--- config.mk ---
export PLATFORM = sky130hd
export DESIGN_NAME = rmcfg_regs
export DESIGN_NICKNAME = d
export VERILOG_FILES = /design/src/rmcfg_pkg.sv /design/src/rmcfg_mode_dec.sv /design/src/rmcfg_rate_div.sv /design/src/rmcfg_regs.sv
export VERILOG_INCLUDE_DIRS = /design/src
export SDC_FILE = /design/constraint.sdc
export NUM_CORES = 1
export LEC_CHECK = 0
export BUFFER_PORTS_ARGS = -buffer_cell sky130_fd_sc_hd__buf_2
export CORE_ASPECT_RATIO = 2
export CORE_MARGIN = 1
export CORE_UTILIZATION = 40
export DETAILED_ROUTE_END_ITERATION = 12
export PLACE_DENSITY = 0.59
export SLEW_MARGIN = 25
export SYNTH_ARGS = -nofsm -noshare
export SYNTH_HDL_FRONTEND = slang
export SYNTH_SLANG_ARGS = --single-unit
export TNS_END_PERCENT = 20
--- constraint.sdc ---
create_clock -name aclk -period 4.3 [get_ports aclk]
set_clock_uncertainty 0.15 [all_clocks]
set_input_delay 0 -clock aclk [delete_from_list [all_inputs] [get_ports aclk]]
set_output_delay 0 -clock aclk [all_outputs]
set_load 0.02 [all_outputs]
--- src/rmcfg_map.svh ---
// Offsets, field positions, reset values and rate constants
`ifndef RMCFG_MAP_SVH
`define RMCFG_MAP_SVH

// Bus geometry
`define RMCFG_ADDR_W        8
`define RMCFG_IDX_W         6
`define RMCFG_NREG          4

// Register indices; byte address is four times the index
`define RMCFG_IDX_DMOD      6'h01
`define RMCFG_IDX_FDEV      6'h02
`define RMCFG_IDX_BRATE     6'h03
`define RMCFG_IDX_FLOOR     6'h04

// Reset values
`define RMCFG_RST_DMOD      8'h88
`define RMCFG_RST_FDEV      8'h03
`define RMCFG_RST_BRATE     8'h07
`define RMCFG_RST_FLOOR     8'h0c

// Writable bits per register
`define RMCFG_MASK_FULL     8'hff
`define RMCFG_MASK_BRATE    8'h7f

// Data and modulation register fields
`define RMCFG_DMOD_MODULATION_SELECT_HI 7
`define RMCFG_DMOD_MODULATION_SELECT_LO 6
`define RMCFG_DMOD_MODE_LOW  5
`define RMCFG_DMOD_OOKT_HI   4
`define RMCFG_DMOD_OOKT_LO   3
`define RMCFG_DMOD_MODE_HIGH 2
`define RMCFG_DMOD_IFG_HI    1
`define RMCFG_DMOD_IFG_LO    0

// Rate derivation
`define RMCFG_XTAL_HZ       12800000
`define RMCFG_DEV_SHIFT     5
`define RMCFG_BR_SHIFT      6

// Bus responses
`define RMCFG_RESP_OKAY     2'h0
`define RMCFG_RESP_SLVERR   2'h2

`endif

--- src/rmcfg_pkg.sv ---
// Types shared by the modulation configuration block
package rmcfg_pkg;

	typedef enum logic [1:0] {
		mode_continuous,
		mode_buffer,
		mode_packet
	} rmcfg_data_mode_t;

	typedef struct packed {
		logic [1:0]       modulation_select;
		rmcfg_data_mode_t data_mode;
		logic [1:0]       ook_threshold_type;
		logic [1:0]       if_gain_select;
		logic [7:0]       deviation_value;
		logic [6:0]       bit_rate_value;
		logic [7:0]       ook_floor_value;
	} rmcfg_cfg_t;

endpackage : rmcfg_pkg

--- src/rmcfg_mode_dec.sv ---
// Decoder of the data and modulation register into its fields
`include "rmcfg_map.svh"

module rmcfg_mode_dec (
	// Raw register
	input  wire logic [7:0]                dmod,
	// Decoded fields
	output rmcfg_pkg::rmcfg_data_mode_t    data_mode,
	output logic [1:0]                     modulation_select,
	output logic [1:0]                     ook_threshold_type,
	output logic [1:0]                     if_gain_select
);
	import rmcfg_pkg::*;

	always_comb begin
		// High bit wins, low bit is then ignored
		if (dmod[`RMCFG_DMOD_MODE_HIGH]) begin
			data_mode = mode_packet;
		end else if (dmod[`RMCFG_DMOD_MODE_LOW]) begin
			data_mode = mode_buffer;
		end else begin
			data_mode = mode_continuous;
		end
		modulation_select =
			dmod[`RMCFG_DMOD_MODULATION_SELECT_HI:`RMCFG_DMOD_MODULATION_SELECT_LO];
		ook_threshold_type =
			dmod[`RMCFG_DMOD_OOKT_HI:`RMCFG_DMOD_OOKT_LO];
		if_gain_select = dmod[`RMCFG_DMOD_IFG_HI:`RMCFG_DMOD_IFG_LO];
	end

endmodule : rmcfg_mode_dec

--- src/rmcfg_rate_div.sv ---
// Tick generator with period (value + 1) shifted left by SHIFT
module rmcfg_rate_div #(
	parameter int unsigned SHIFT = 5
) (
	// Clock and reset
	input  wire logic       aclk,
	input  wire logic       aresetn,
	// Divider setting
	input  wire logic [7:0] value,
	// One-cycle pulse per period
	output logic            tick
);
	localparam int CW = 9 + SHIFT;

	logic [CW-1:0] limit;
	logic [CW-1:0] cnt;

	always_comb begin
		limit = ((CW'(value) + CW'(1)) << SHIFT) - CW'(1);
	end

	// Reload also when the setting shrinks below the running count
	always_ff @(posedge aclk) begin
		if (!aresetn) begin
			cnt <= '0;
		end else if (cnt == '0 || cnt > limit) begin
			cnt <= limit;
		end else begin
			cnt <= cnt - CW'(1);
		end
	end

	always_ff @(posedge aclk) begin
		if (!aresetn) begin
			tick <= 1'b0;
		end else begin
			tick <= (cnt == '0);
		end
	end

	////////////////////////////////////////////////////////////////////
	logic [CW-1:0] gap;
	logic [7:0]    value_q;
	logic          chg;
	logic          seen;

	always_ff @(posedge aclk) begin
		if (!aresetn) begin
			gap     <= '0;
			value_q <= 8'h00;
			chg     <= 1'b1;
			seen    <= 1'b0;
		end else begin
			gap     <= tick ? '0 : gap + CW'(1);
			value_q <= value;
			chg     <= tick ? (value != value_q)
			                : (chg || value != value_q);
			seen    <= seen || tick;
		end
	end
endmodule : rmcfg_rate_div

--- src/rmcfg_regs.sv ---
// Modulation and data-rate configuration registers behind AXI4-Lite
//
// Implementation choice: the AXI4-Lite register port.
`include "rmcfg_map.svh"

module rmcfg_regs (
	// Clock and reset
	input  wire logic                       aclk,
	input  wire logic                       aresetn,
	// Write address
	input  wire logic [`RMCFG_ADDR_W-1:0]   awaddr,
	input  wire logic [2:0]                 awprot,
	input  wire logic                       awvalid,
	output logic                            awready,
	// Write data
	input  wire logic [31:0]                wdata,
	input  wire logic [3:0]                 wstrb,
	input  wire logic                       wvalid,
	output logic                            wready,
	// Write response
	output logic [1:0]                      bresp,
	output logic                            bvalid,
	input  wire logic                       bready,
	// Read address
	input  wire logic [`RMCFG_ADDR_W-1:0]   araddr,
	input  wire logic [2:0]                 arprot,
	input  wire logic                       arvalid,
	output logic                            arready,
	// Read data
	output logic [31:0]                     rdata,
	output logic [1:0]                      rresp,
	output logic                            rvalid,
	input  wire logic                       rready,
	// Modem and synthesizer settings
	output rmcfg_pkg::rmcfg_cfg_t           cfg,
	output logic                            dev_tick,
	output logic                            bit_tick
);
	import rmcfg_pkg::*;

	////////////////////////////////////////////////////////////////////
	// Register storage, indexed 0..3 for indices 1..4

	localparam logic [7:0] RST_VAL [`RMCFG_NREG] = '{
		`RMCFG_RST_DMOD, `RMCFG_RST_FDEV,
		`RMCFG_RST_BRATE, `RMCFG_RST_FLOOR
	};
	localparam logic [7:0] WR_MASK [`RMCFG_NREG] = '{
		`RMCFG_MASK_FULL, `RMCFG_MASK_FULL,
		`RMCFG_MASK_BRATE, `RMCFG_MASK_FULL
	};
	// Power-on settings, so the modem never sees zeros during reset
	localparam rmcfg_cfg_t CFG_RST = '{
		RST_VAL[0][`RMCFG_DMOD_MODULATION_SELECT_HI:`RMCFG_DMOD_MODULATION_SELECT_LO],
		mode_continuous,
		RST_VAL[0][`RMCFG_DMOD_OOKT_HI:`RMCFG_DMOD_OOKT_LO],
		RST_VAL[0][`RMCFG_DMOD_IFG_HI:`RMCFG_DMOD_IFG_LO],
		RST_VAL[1], RST_VAL[2][6:0], RST_VAL[3]
	};

	logic [7:0]              cfg_reg [`RMCFG_NREG];
	logic                    aw_held;
	logic                    w_held;
	logic [`RMCFG_IDX_W-1:0] aw_idx_q;
	logic [7:0]              wdata_q;
	logic                    wlane_q;

	logic                    aw_take;
	logic                    w_take;
	logic                    aw_got;
	logic                    w_got;
	logic                    do_write;
	logic [`RMCFG_IDX_W-1:0] wr_idx;
	logic [7:0]              wr_data;
	logic                    wr_lane;
	logic                    wr_hit;
	logic                    next_aw_held;
	logic                    next_w_held;
	logic                    next_bvalid;

	logic [`RMCFG_IDX_W-1:0] rd_idx;
	logic                    rd_hit;
	logic [1:0]              rd_sel;
	logic [1:0]              wr_sel;

	////////////////////////////////////////////////////////////////////
	// Write channel joining; address and data may come in either order

	always_comb begin
		aw_take      = awvalid && awready;
		w_take       = wvalid && wready;
		aw_got       = aw_held || aw_take;
		w_got        = w_held || w_take;
		do_write     = aw_got && w_got;
		wr_idx       = aw_held ? aw_idx_q
		                       : awaddr[`RMCFG_ADDR_W-1:2];
		wr_data      = w_held ? wdata_q : wdata[7:0];
		wr_lane      = w_held ? wlane_q : wstrb[0];
		wr_hit       = wr_idx >= `RMCFG_IDX_DMOD
		            && wr_idx <= `RMCFG_IDX_FLOOR;
		wr_sel       = 2'(wr_idx - `RMCFG_IDX_DMOD);
		next_aw_held = aw_got && !do_write;
		next_w_held  = w_got && !do_write;
		next_bvalid  = do_write || (bvalid && !bready);
	end

	always_ff @(posedge aclk) begin
		if (!aresetn) begin
			aw_held  <= 1'b0;
			w_held   <= 1'b0;
			aw_idx_q <= '0;
			wdata_q  <= 8'h00;
			wlane_q  <= 1'b0;
		end else begin
			aw_held <= next_aw_held;
			w_held  <= next_w_held;
			if (aw_take) begin
				aw_idx_q <= awaddr[`RMCFG_ADDR_W-1:2];
			end
			if (w_take) begin
				wdata_q <= wdata[7:0];
				wlane_q <= wstrb[0];
			end
		end
	end

	// Ready drops while a half is held or a response is pending
	always_ff @(posedge aclk) begin
		if (!aresetn) begin
			awready <= 1'b0;
			wready  <= 1'b0;
		end else begin
			awready <= !next_aw_held && !next_bvalid;
			wready  <= !next_w_held && !next_bvalid;
		end
	end

	always_ff @(posedge aclk) begin
		if (!aresetn) begin
			bvalid <= 1'b0;
			bresp  <= `RMCFG_RESP_OKAY;
		end else begin
			bvalid <= next_bvalid;
			if (do_write) begin
				bresp <= wr_hit ? `RMCFG_RESP_OKAY
				                : `RMCFG_RESP_SLVERR;
			end
		end
	end

	////////////////////////////////////////////////////////////////////
	// Register bank; a cleared lane 0 strobe leaves the byte untouched

	for (genvar g = 0; g < `RMCFG_NREG; g++) begin : g_reg
		always_ff @(posedge aclk) begin
			if (!aresetn) begin
				cfg_reg[g] <= RST_VAL[g];
			end else if (do_write && wr_lane && wr_hit
			             && wr_sel == 2'(g)) begin
				cfg_reg[g] <= wr_data & WR_MASK[g];
			end
		end
	end

	////////////////////////////////////////////////////////////////////
	// Read channel; one cycle from address to data

	always_comb begin
		rd_idx = araddr[`RMCFG_ADDR_W-1:2];
		rd_hit = rd_idx >= `RMCFG_IDX_DMOD
		      && rd_idx <= `RMCFG_IDX_FLOOR;
		rd_sel = 2'(rd_idx - `RMCFG_IDX_DMOD);
	end

	always_ff @(posedge aclk) begin
		if (!aresetn) begin
			arready <= 1'b0;
			rvalid  <= 1'b0;
			rdata   <= 32'h0000_0000;
			rresp   <= `RMCFG_RESP_OKAY;
		end else if (arvalid && arready) begin
			arready <= 1'b0;
			rvalid  <= 1'b1;
			rdata   <= rd_hit ? {24'h00_0000, cfg_reg[rd_sel]}
			                  : 32'h0000_0000;
			rresp   <= rd_hit ? `RMCFG_RESP_OKAY
			                  : `RMCFG_RESP_SLVERR;
		end else if (rvalid && rready) begin
			rvalid  <= 1'b0;
			arready <= 1'b1;
		end else if (!rvalid) begin
			arready <= 1'b1;
		end
	end

	////////////////////////////////////////////////////////////////////
	// Settings to the modem, registered so every output is a flop

	rmcfg_data_mode_t dec_mode;
	logic [1:0]       dec_modulation_select;
	logic [1:0]       dec_ookt;
	logic [1:0]       dec_ifg;

	rmcfg_mode_dec u_dec (
		.dmod               (cfg_reg[0]),
		.data_mode          (dec_mode),
		.modulation_select  (dec_modulation_select),
		.ook_threshold_type (dec_ookt),
		.if_gain_select     (dec_ifg)
	);

	always_ff @(posedge aclk) begin
		if (!aresetn) begin
			cfg <= CFG_RST;
		end else begin
			cfg.data_mode          <= dec_mode;
			cfg.modulation_select  <= dec_modulation_select;
			cfg.ook_threshold_type <= dec_ookt;
			cfg.if_gain_select     <= dec_ifg;
			cfg.deviation_value    <= cfg_reg[1];
			cfg.bit_rate_value     <= cfg_reg[2][6:0];
			cfg.ook_floor_value    <= cfg_reg[3];
		end
	end

	// Clock stands in for the reference crystal; at 12.8 MHz the
	// reset setting gives 100 kHz deviation and 25 kbps
	rmcfg_rate_div #(
		.SHIFT (`RMCFG_DEV_SHIFT)
	) u_dev_div (
		.aclk    (aclk),
		.aresetn (aresetn),
		.value   (cfg.deviation_value),
		.tick    (dev_tick)
	);

	rmcfg_rate_div #(
		.SHIFT (`RMCFG_BR_SHIFT)
	) u_bit_div (
		.aclk    (aclk),
		.aresetn (aresetn),
		.value   ({1'b0, cfg.bit_rate_value}),
		.tick    (bit_tick)
	);
endmodule : rmcfg_regs

# == Word level (Yosys, flattened, before mapping) ==
# Memories as Yosys holds them, arrays and structs flattened. A register that Yosys moved wholly into a read port is not among the register bits.
# Cells that the tools add are included.
# classes
addsub,8
n_lt_le_gt_ge,6
eq_ne,4
n_mux,31
bitwise,5
n_reduce_logical,37
# ops
cell,count
$mux W8,6
$sub A15 B1 Y15 const B,2
$sub A14 B1 Y14 const B,2
$mux W1,19
$logic_and A1 B1 Y1,18
$gt A15 B15 Y1,1
$logic_not A15 Y1,1
$mux W15,1
$gt A14 B14 Y1,1
$logic_not A14 Y1,1
$mux W14,1
$ge A6 B1 Y1 const B,2
$le A6 B3 Y1 const B,2
$add A8 B1 Y9 const B,1
$add A7 B1 Y8 const B,1
$logic_not A1 Y1,8
$mux W2,3
$mux W6,1
$logic_or A1 B1 Y1,5
$eq A2 B2 Y1 const B,2
$or A1 B1 Y1,4
$reduce_or A2 Y1,2
$sub A2 B1 Y2 const B,2
$eq A2 B1 Y1 const B,1
other kinds (4),4
# totals
regBits,97
mem_bits_rw,32
inputBits,65
out_inout_bits,74
elab_cells,114
mem_count,1
# memory_table
name,words,word_bits,rd,rd_clocked_by_memory_dff,write_ports,line_no,rtl
cfg_reg,4,8,5,3,4,rmcfg_regs.sv:61,logic [7:0] cfg_reg [`RMCFG_NREG];

# == Longest topological paths before layout ==
# logic_depth
ltp_word,10
mapped_depth,14
depth_no_buf,13

# == By module ==
# A second synthesis with hierarchy kept.
# hier_totals
cells_unflattened,672
hier_area_um2,6567.5
# by_module_without_submodules
module,n_inst,cells_per_inst,area_each_um2,seq_area_each_um2
rmcfg_regs,1,355,3883.7,2192.1
rmcfg_rate_div at u_dev_div,1,160,1310.0,300.3
rmcfg_rate_div at u_bit_div,1,149,1307.5,320.3
rmcfg_mode_dec,1,8,66.3,0.0

# == Worst setup path before layout ==
# OpenSTA, ideal clock, no wires.
# synth_path
path_type,register to register
startpoint,register cfg[9] (netlist name)
endpoint,register u_bit_div.cnt[6]
setup_time_ps,86
arrival_ps,3147
required_ps,4064
setup_slack_ps,917
stages_incl_launch_ff,14
n_path_buf,1
synth_period_minus_slack_ps,3383
path_cell_list,dfxtp_1 > ha_1 > or3b_2 > a21boi_0 > o21ai_0 > xor2_1 > ha_1 > nand2_1 > o21a_1 > o221ai_1 > o31ai_2 > buf_4 > nor2_1 > a211oi_1
# synth_via
elab_chain_len,5
# synth_lines
item,line_no,rtl
$add A7 B1 Y8,rmcfg_rate_div.sv:19,limit = ((CW'(value) + CW'(1)) << SHIFT) - CW'(1);
$sub A15 B1 Y15,rmcfg_rate_div.sv:19,
$gt A15 B15 Y1,rmcfg_rate_div.sv:26,end else if (cnt == '0 || cnt > limit) begin
$logic_or A1 B1 Y1,rmcfg_rate_div.sv:26,
$mux W15,rmcfg_rate_div.sv:26,
"end signal, assigned",rmcfg_rate_div.sv:27,cnt <= limit;
"end signal, assigned",rmcfg_rate_div.sv:29,cnt <= cnt - CW'(1);
"end, declared",rmcfg_rate_div.sv:16,logic [CW-1:0] cnt;
# No other way between the ends.
# A chain may end at the register's enable or synchronous reset.

# == Worst setup path in the final report ==
# layout_path
startpoint,register cfg[9] (netlist name)
endpoint,register u_bit_div.cnt[11]
# layout_via
elab_chain_len,5
# layout_lines
item,line_no
$add A7 B1 Y8 *,rmcfg_rate_div.sv:19
$sub A15 B1 Y15 *,rmcfg_rate_div.sv:19
$gt A15 B15 Y1,rmcfg_rate_div.sv:26
$logic_or A1 B1 Y1,rmcfg_rate_div.sv:26
$mux W15 *,rmcfg_rate_div.sv:26
# Every way passes the cells marked *; elsewhere a longest branch is shown, timed or not.

==> impl_metrics.tcl <==
set metrics [dict create \
    min_path_type "in2reg" \
    ys.flop_type "dfxtp_1" \
    fin_crit_ns 3.834 \
    io_pins 139 \
    die_h_um 178.1 \
    synth.most_common_cell "dfxtp_1" \
    cts_made_buffers 17 \
    cts_sinks 125 \
    drc 0 \
    fin_util_pct 50.45 \
    clock.fmax_ghz 0.2608 \
    synthCells 627 \
    hold_depth 4 \
    drtAntennaViolNets 0 \
    tns_ns 0 \
    synth.distinct_cells 64 \
    cts_resized 0 \
    min_to "rresp[1]$_SDFFE_PN0P_" \
    dieArea_mm2 0.01604 \
    worstSkewPairLatency_ns 0.41 \
    synth_seq_area_share_pct 45.33 \
    largest_reg_flops 62 \
    hold_buffers 43 \
    grt_pass1_wl_um 23530 \
    r2r-end "u_bit_div.cnt[11]$_SDFF_PN0_" \
    wirelength_um 14530 \
    synth_edf_count 31 \
    path_max_fanout 16 \
    hold_viol 0 \
    cts_htree_levels 4 \
    synth_largest_area_cell "dfxtp_1" \
    crit_arrival_ns 4.00 \
    fp-row-count 64 \
    place_ws_ns 0.4996 \
    powerDensity_mw_per_mm2 523.6 \
    r2r_slack_ns 0.47 \
    nets 836 \
    clk_pin_slew_ns 0.06 \
    post-cts-setup-buffers 0 \
    drv_slew 0 \
    cts-root-buf "clkbuf_16" \
    syn-cell-area_mm2 0.006205 \
    wire_per_inst_um 15.23 \
    avgSynthCellArea_um2 9.896 \
    hp-start "araddr[5]" \
    synthTopCellsByArea "dfxtp_1, edfxtp_1, ha_1" \
    p_leak_nw 3.099 \
    cts_tree "yes" \
    die_x_um 90.07 \
    vdd.ir_drop.worst_uv 241.7 \
    viasPerCell 5.174 \
    start_kind "flop" \
    ys_warn_count 0 \
    setup_viol 0 \
    track_usage_pct 18.76 \
    reg2regPathDepth 13 \
    place.gp.congestion 0.8563 \
    post-route-period-util_pct 89.17 \
    synth-seq-cells 125 \
    worstSetupPathType "reg2reg" \
    grt_setup_unrepaired "no" \
    worst_slack_ns 0.4657 \
    vias 4936 \
    portBuffers 75 \
    status "completed" \
    slew_headroom_pct 33.46 \
    core_area_mm2 0.01521 \
    clock_path_buffers 2 \
    cap_violations 0 \
    layout-drive-gt1-share_pct 17.59 \
    end_kind "flop" \
    first_global_vias 4893 \
    antenna_found_initial 0 \
    area_delta_synth_final_pct 23.71 \
    antennaDiodeCount 0 \
    yosys-top-cells-count "dfxtp_1, nand2_1, a21oi_1, nor3_1, edfxtp_1" \
    start_util_pct 40.78 \
    first_pass_iters 4 \
    n_fill_cell 1452 \
    hold_ws_ns 0.02196 \
    hpwl_um 10700 \
    power_w 0.004019 \
    synth_top_area_share_pct 30.33 \
    drt-initial-drc-count 161 \
    overflow 0 \
    required_ns 4.46 \
    worstMarginPinSlew_ns 0.9876 \
    async_reset_ff_share_pct 0 \
    r2r-start "cfg[9]$_SDFF_PN1_" \
    grt_max_degree 52 \
]
-- cell type report --
class / instances / area [um^2] / area share [%]
repair buffers: 126 / 865.8 / 11.28
flip-flops and latches: 125 / 2813 / 36.64
multi-input cells: 455 / 3084 / 40.18
well taps: 198 / 247.7 / 3.227
clock inverters: 15 / 172.7 / 2.249
clock buffers: 17 / 425.4 / 5.542
inverters: 18 / 67.56 / 0.8802
-- placed cells by master (no fill, tap or decap), drive strengths merged, types with 4 or more instances in the layout --
cell type / count
clkbuf: 17
nand2: 51
o21ai: 19
conb: 26
inv: 19
nand3: 16
nand2b: 14
nor4: 11
or3: 8
dlygate4sd3: 43
xnor2: 24
clkinvlp: 5
dfxtp: 94
nor2b: 6
o21a: 5
mux4: 7
and2: 30
mux2i: 10
nand4: 8
nor2: 24
or4: 4
o31ai: 4
ha: 28
nor3: 37
nor3b: 5
buf: 83
a32o: 8
edfxtp: 31
a21oi: 41
or3b: 9
xor2: 13
a211oi: 9
clkinv: 6
a31oi: 9
-- stage by stage --
stage               cells  area (um^2)
finish                954         7676
detailed placement    879         6648
CTS                   954         7676
global route          954         7676
global placement      879         6648
floorplan             652         6299
-- kinds of logic (layout without fill, tap and decap cells) --
family          count (synthesis)  after routing  share of synthesized area [%]
simple gates                  232            232                          20.83
flops                         125            125                          45.33
compound gates                114            114                          12.10
buf+inv                        72            176                          6.473
xor+xnor                       37             37                          5.223
fa+ha+maj                      28             28                          5.646
mux                            18             18                          4.336
other cells                     1             26                        0.06044
-- worst max-delay path, stage by stage (launching register included) --
cell	delay [ns]
dfxtp_1	0.49
ha_1	0.35
or3b_2	0.46
a21boi_0	0.14
o21ai_0	0.12
xor2_1	0.35
ha_1	0.31
nand2_1	0.08
o21a_1	0.13
o221ai_1	0.14
o31ai_2	0.32
buf_4	0.29
inv_1	0.12
a211oi_1	0.27
-- worst max-delay path by stage --
stage | startpoint | to | slack, ns | cells past startpoint
2_1_floorplan | cfg[9]$_SDFF_PN1_ | u_bit_div.cnt[6]$_SDFF_PN0_ | 0.92 | 13
3_3_place_gp | cfg[15]$_SDFF_PN1_ | u_dev_div.cnt[10]$_SDFF_PN0_ | 0.58 | 13
6_report | cfg[9]$_SDFF_PN1_ | u_bit_div.cnt[11]$_SDFF_PN0_ | 0.47 | 13
5_1_grt | cfg[9]$_SDFF_PN1_ | u_bit_div.cnt[11]$_SDFF_PN0_ | 0.09 | 13
4_1_cts | cfg[9]$_SDFF_PN1_ | u_bit_div.cnt[12]$_SDFF_PN0_ | 0.47 | 13
3_5_place_dp | cfg[9]$_SDFF_PN1_ | u_bit_div.cnt[12]$_SDFF_PN0_ | 0.50 | 13
-- layer usage --
metal / up-vias / GRT usage, % / share of wire, %
met5: - / 0 / 0
met4: 0 / 9.677 / 3.5
met3: 29 / 3.964 / 3.0
met2: 115 / 37.95 / 58
met1: 2351 / 17.08 / 36
li1: 2441 / - / -
-- power breakdown --
group          internal [W]  switching (W)
Sequential          0.00135       0.000179
Combinational      0.000482       0.000574
Clock              0.000908       0.000524
(Power assumes the default switching activity.)
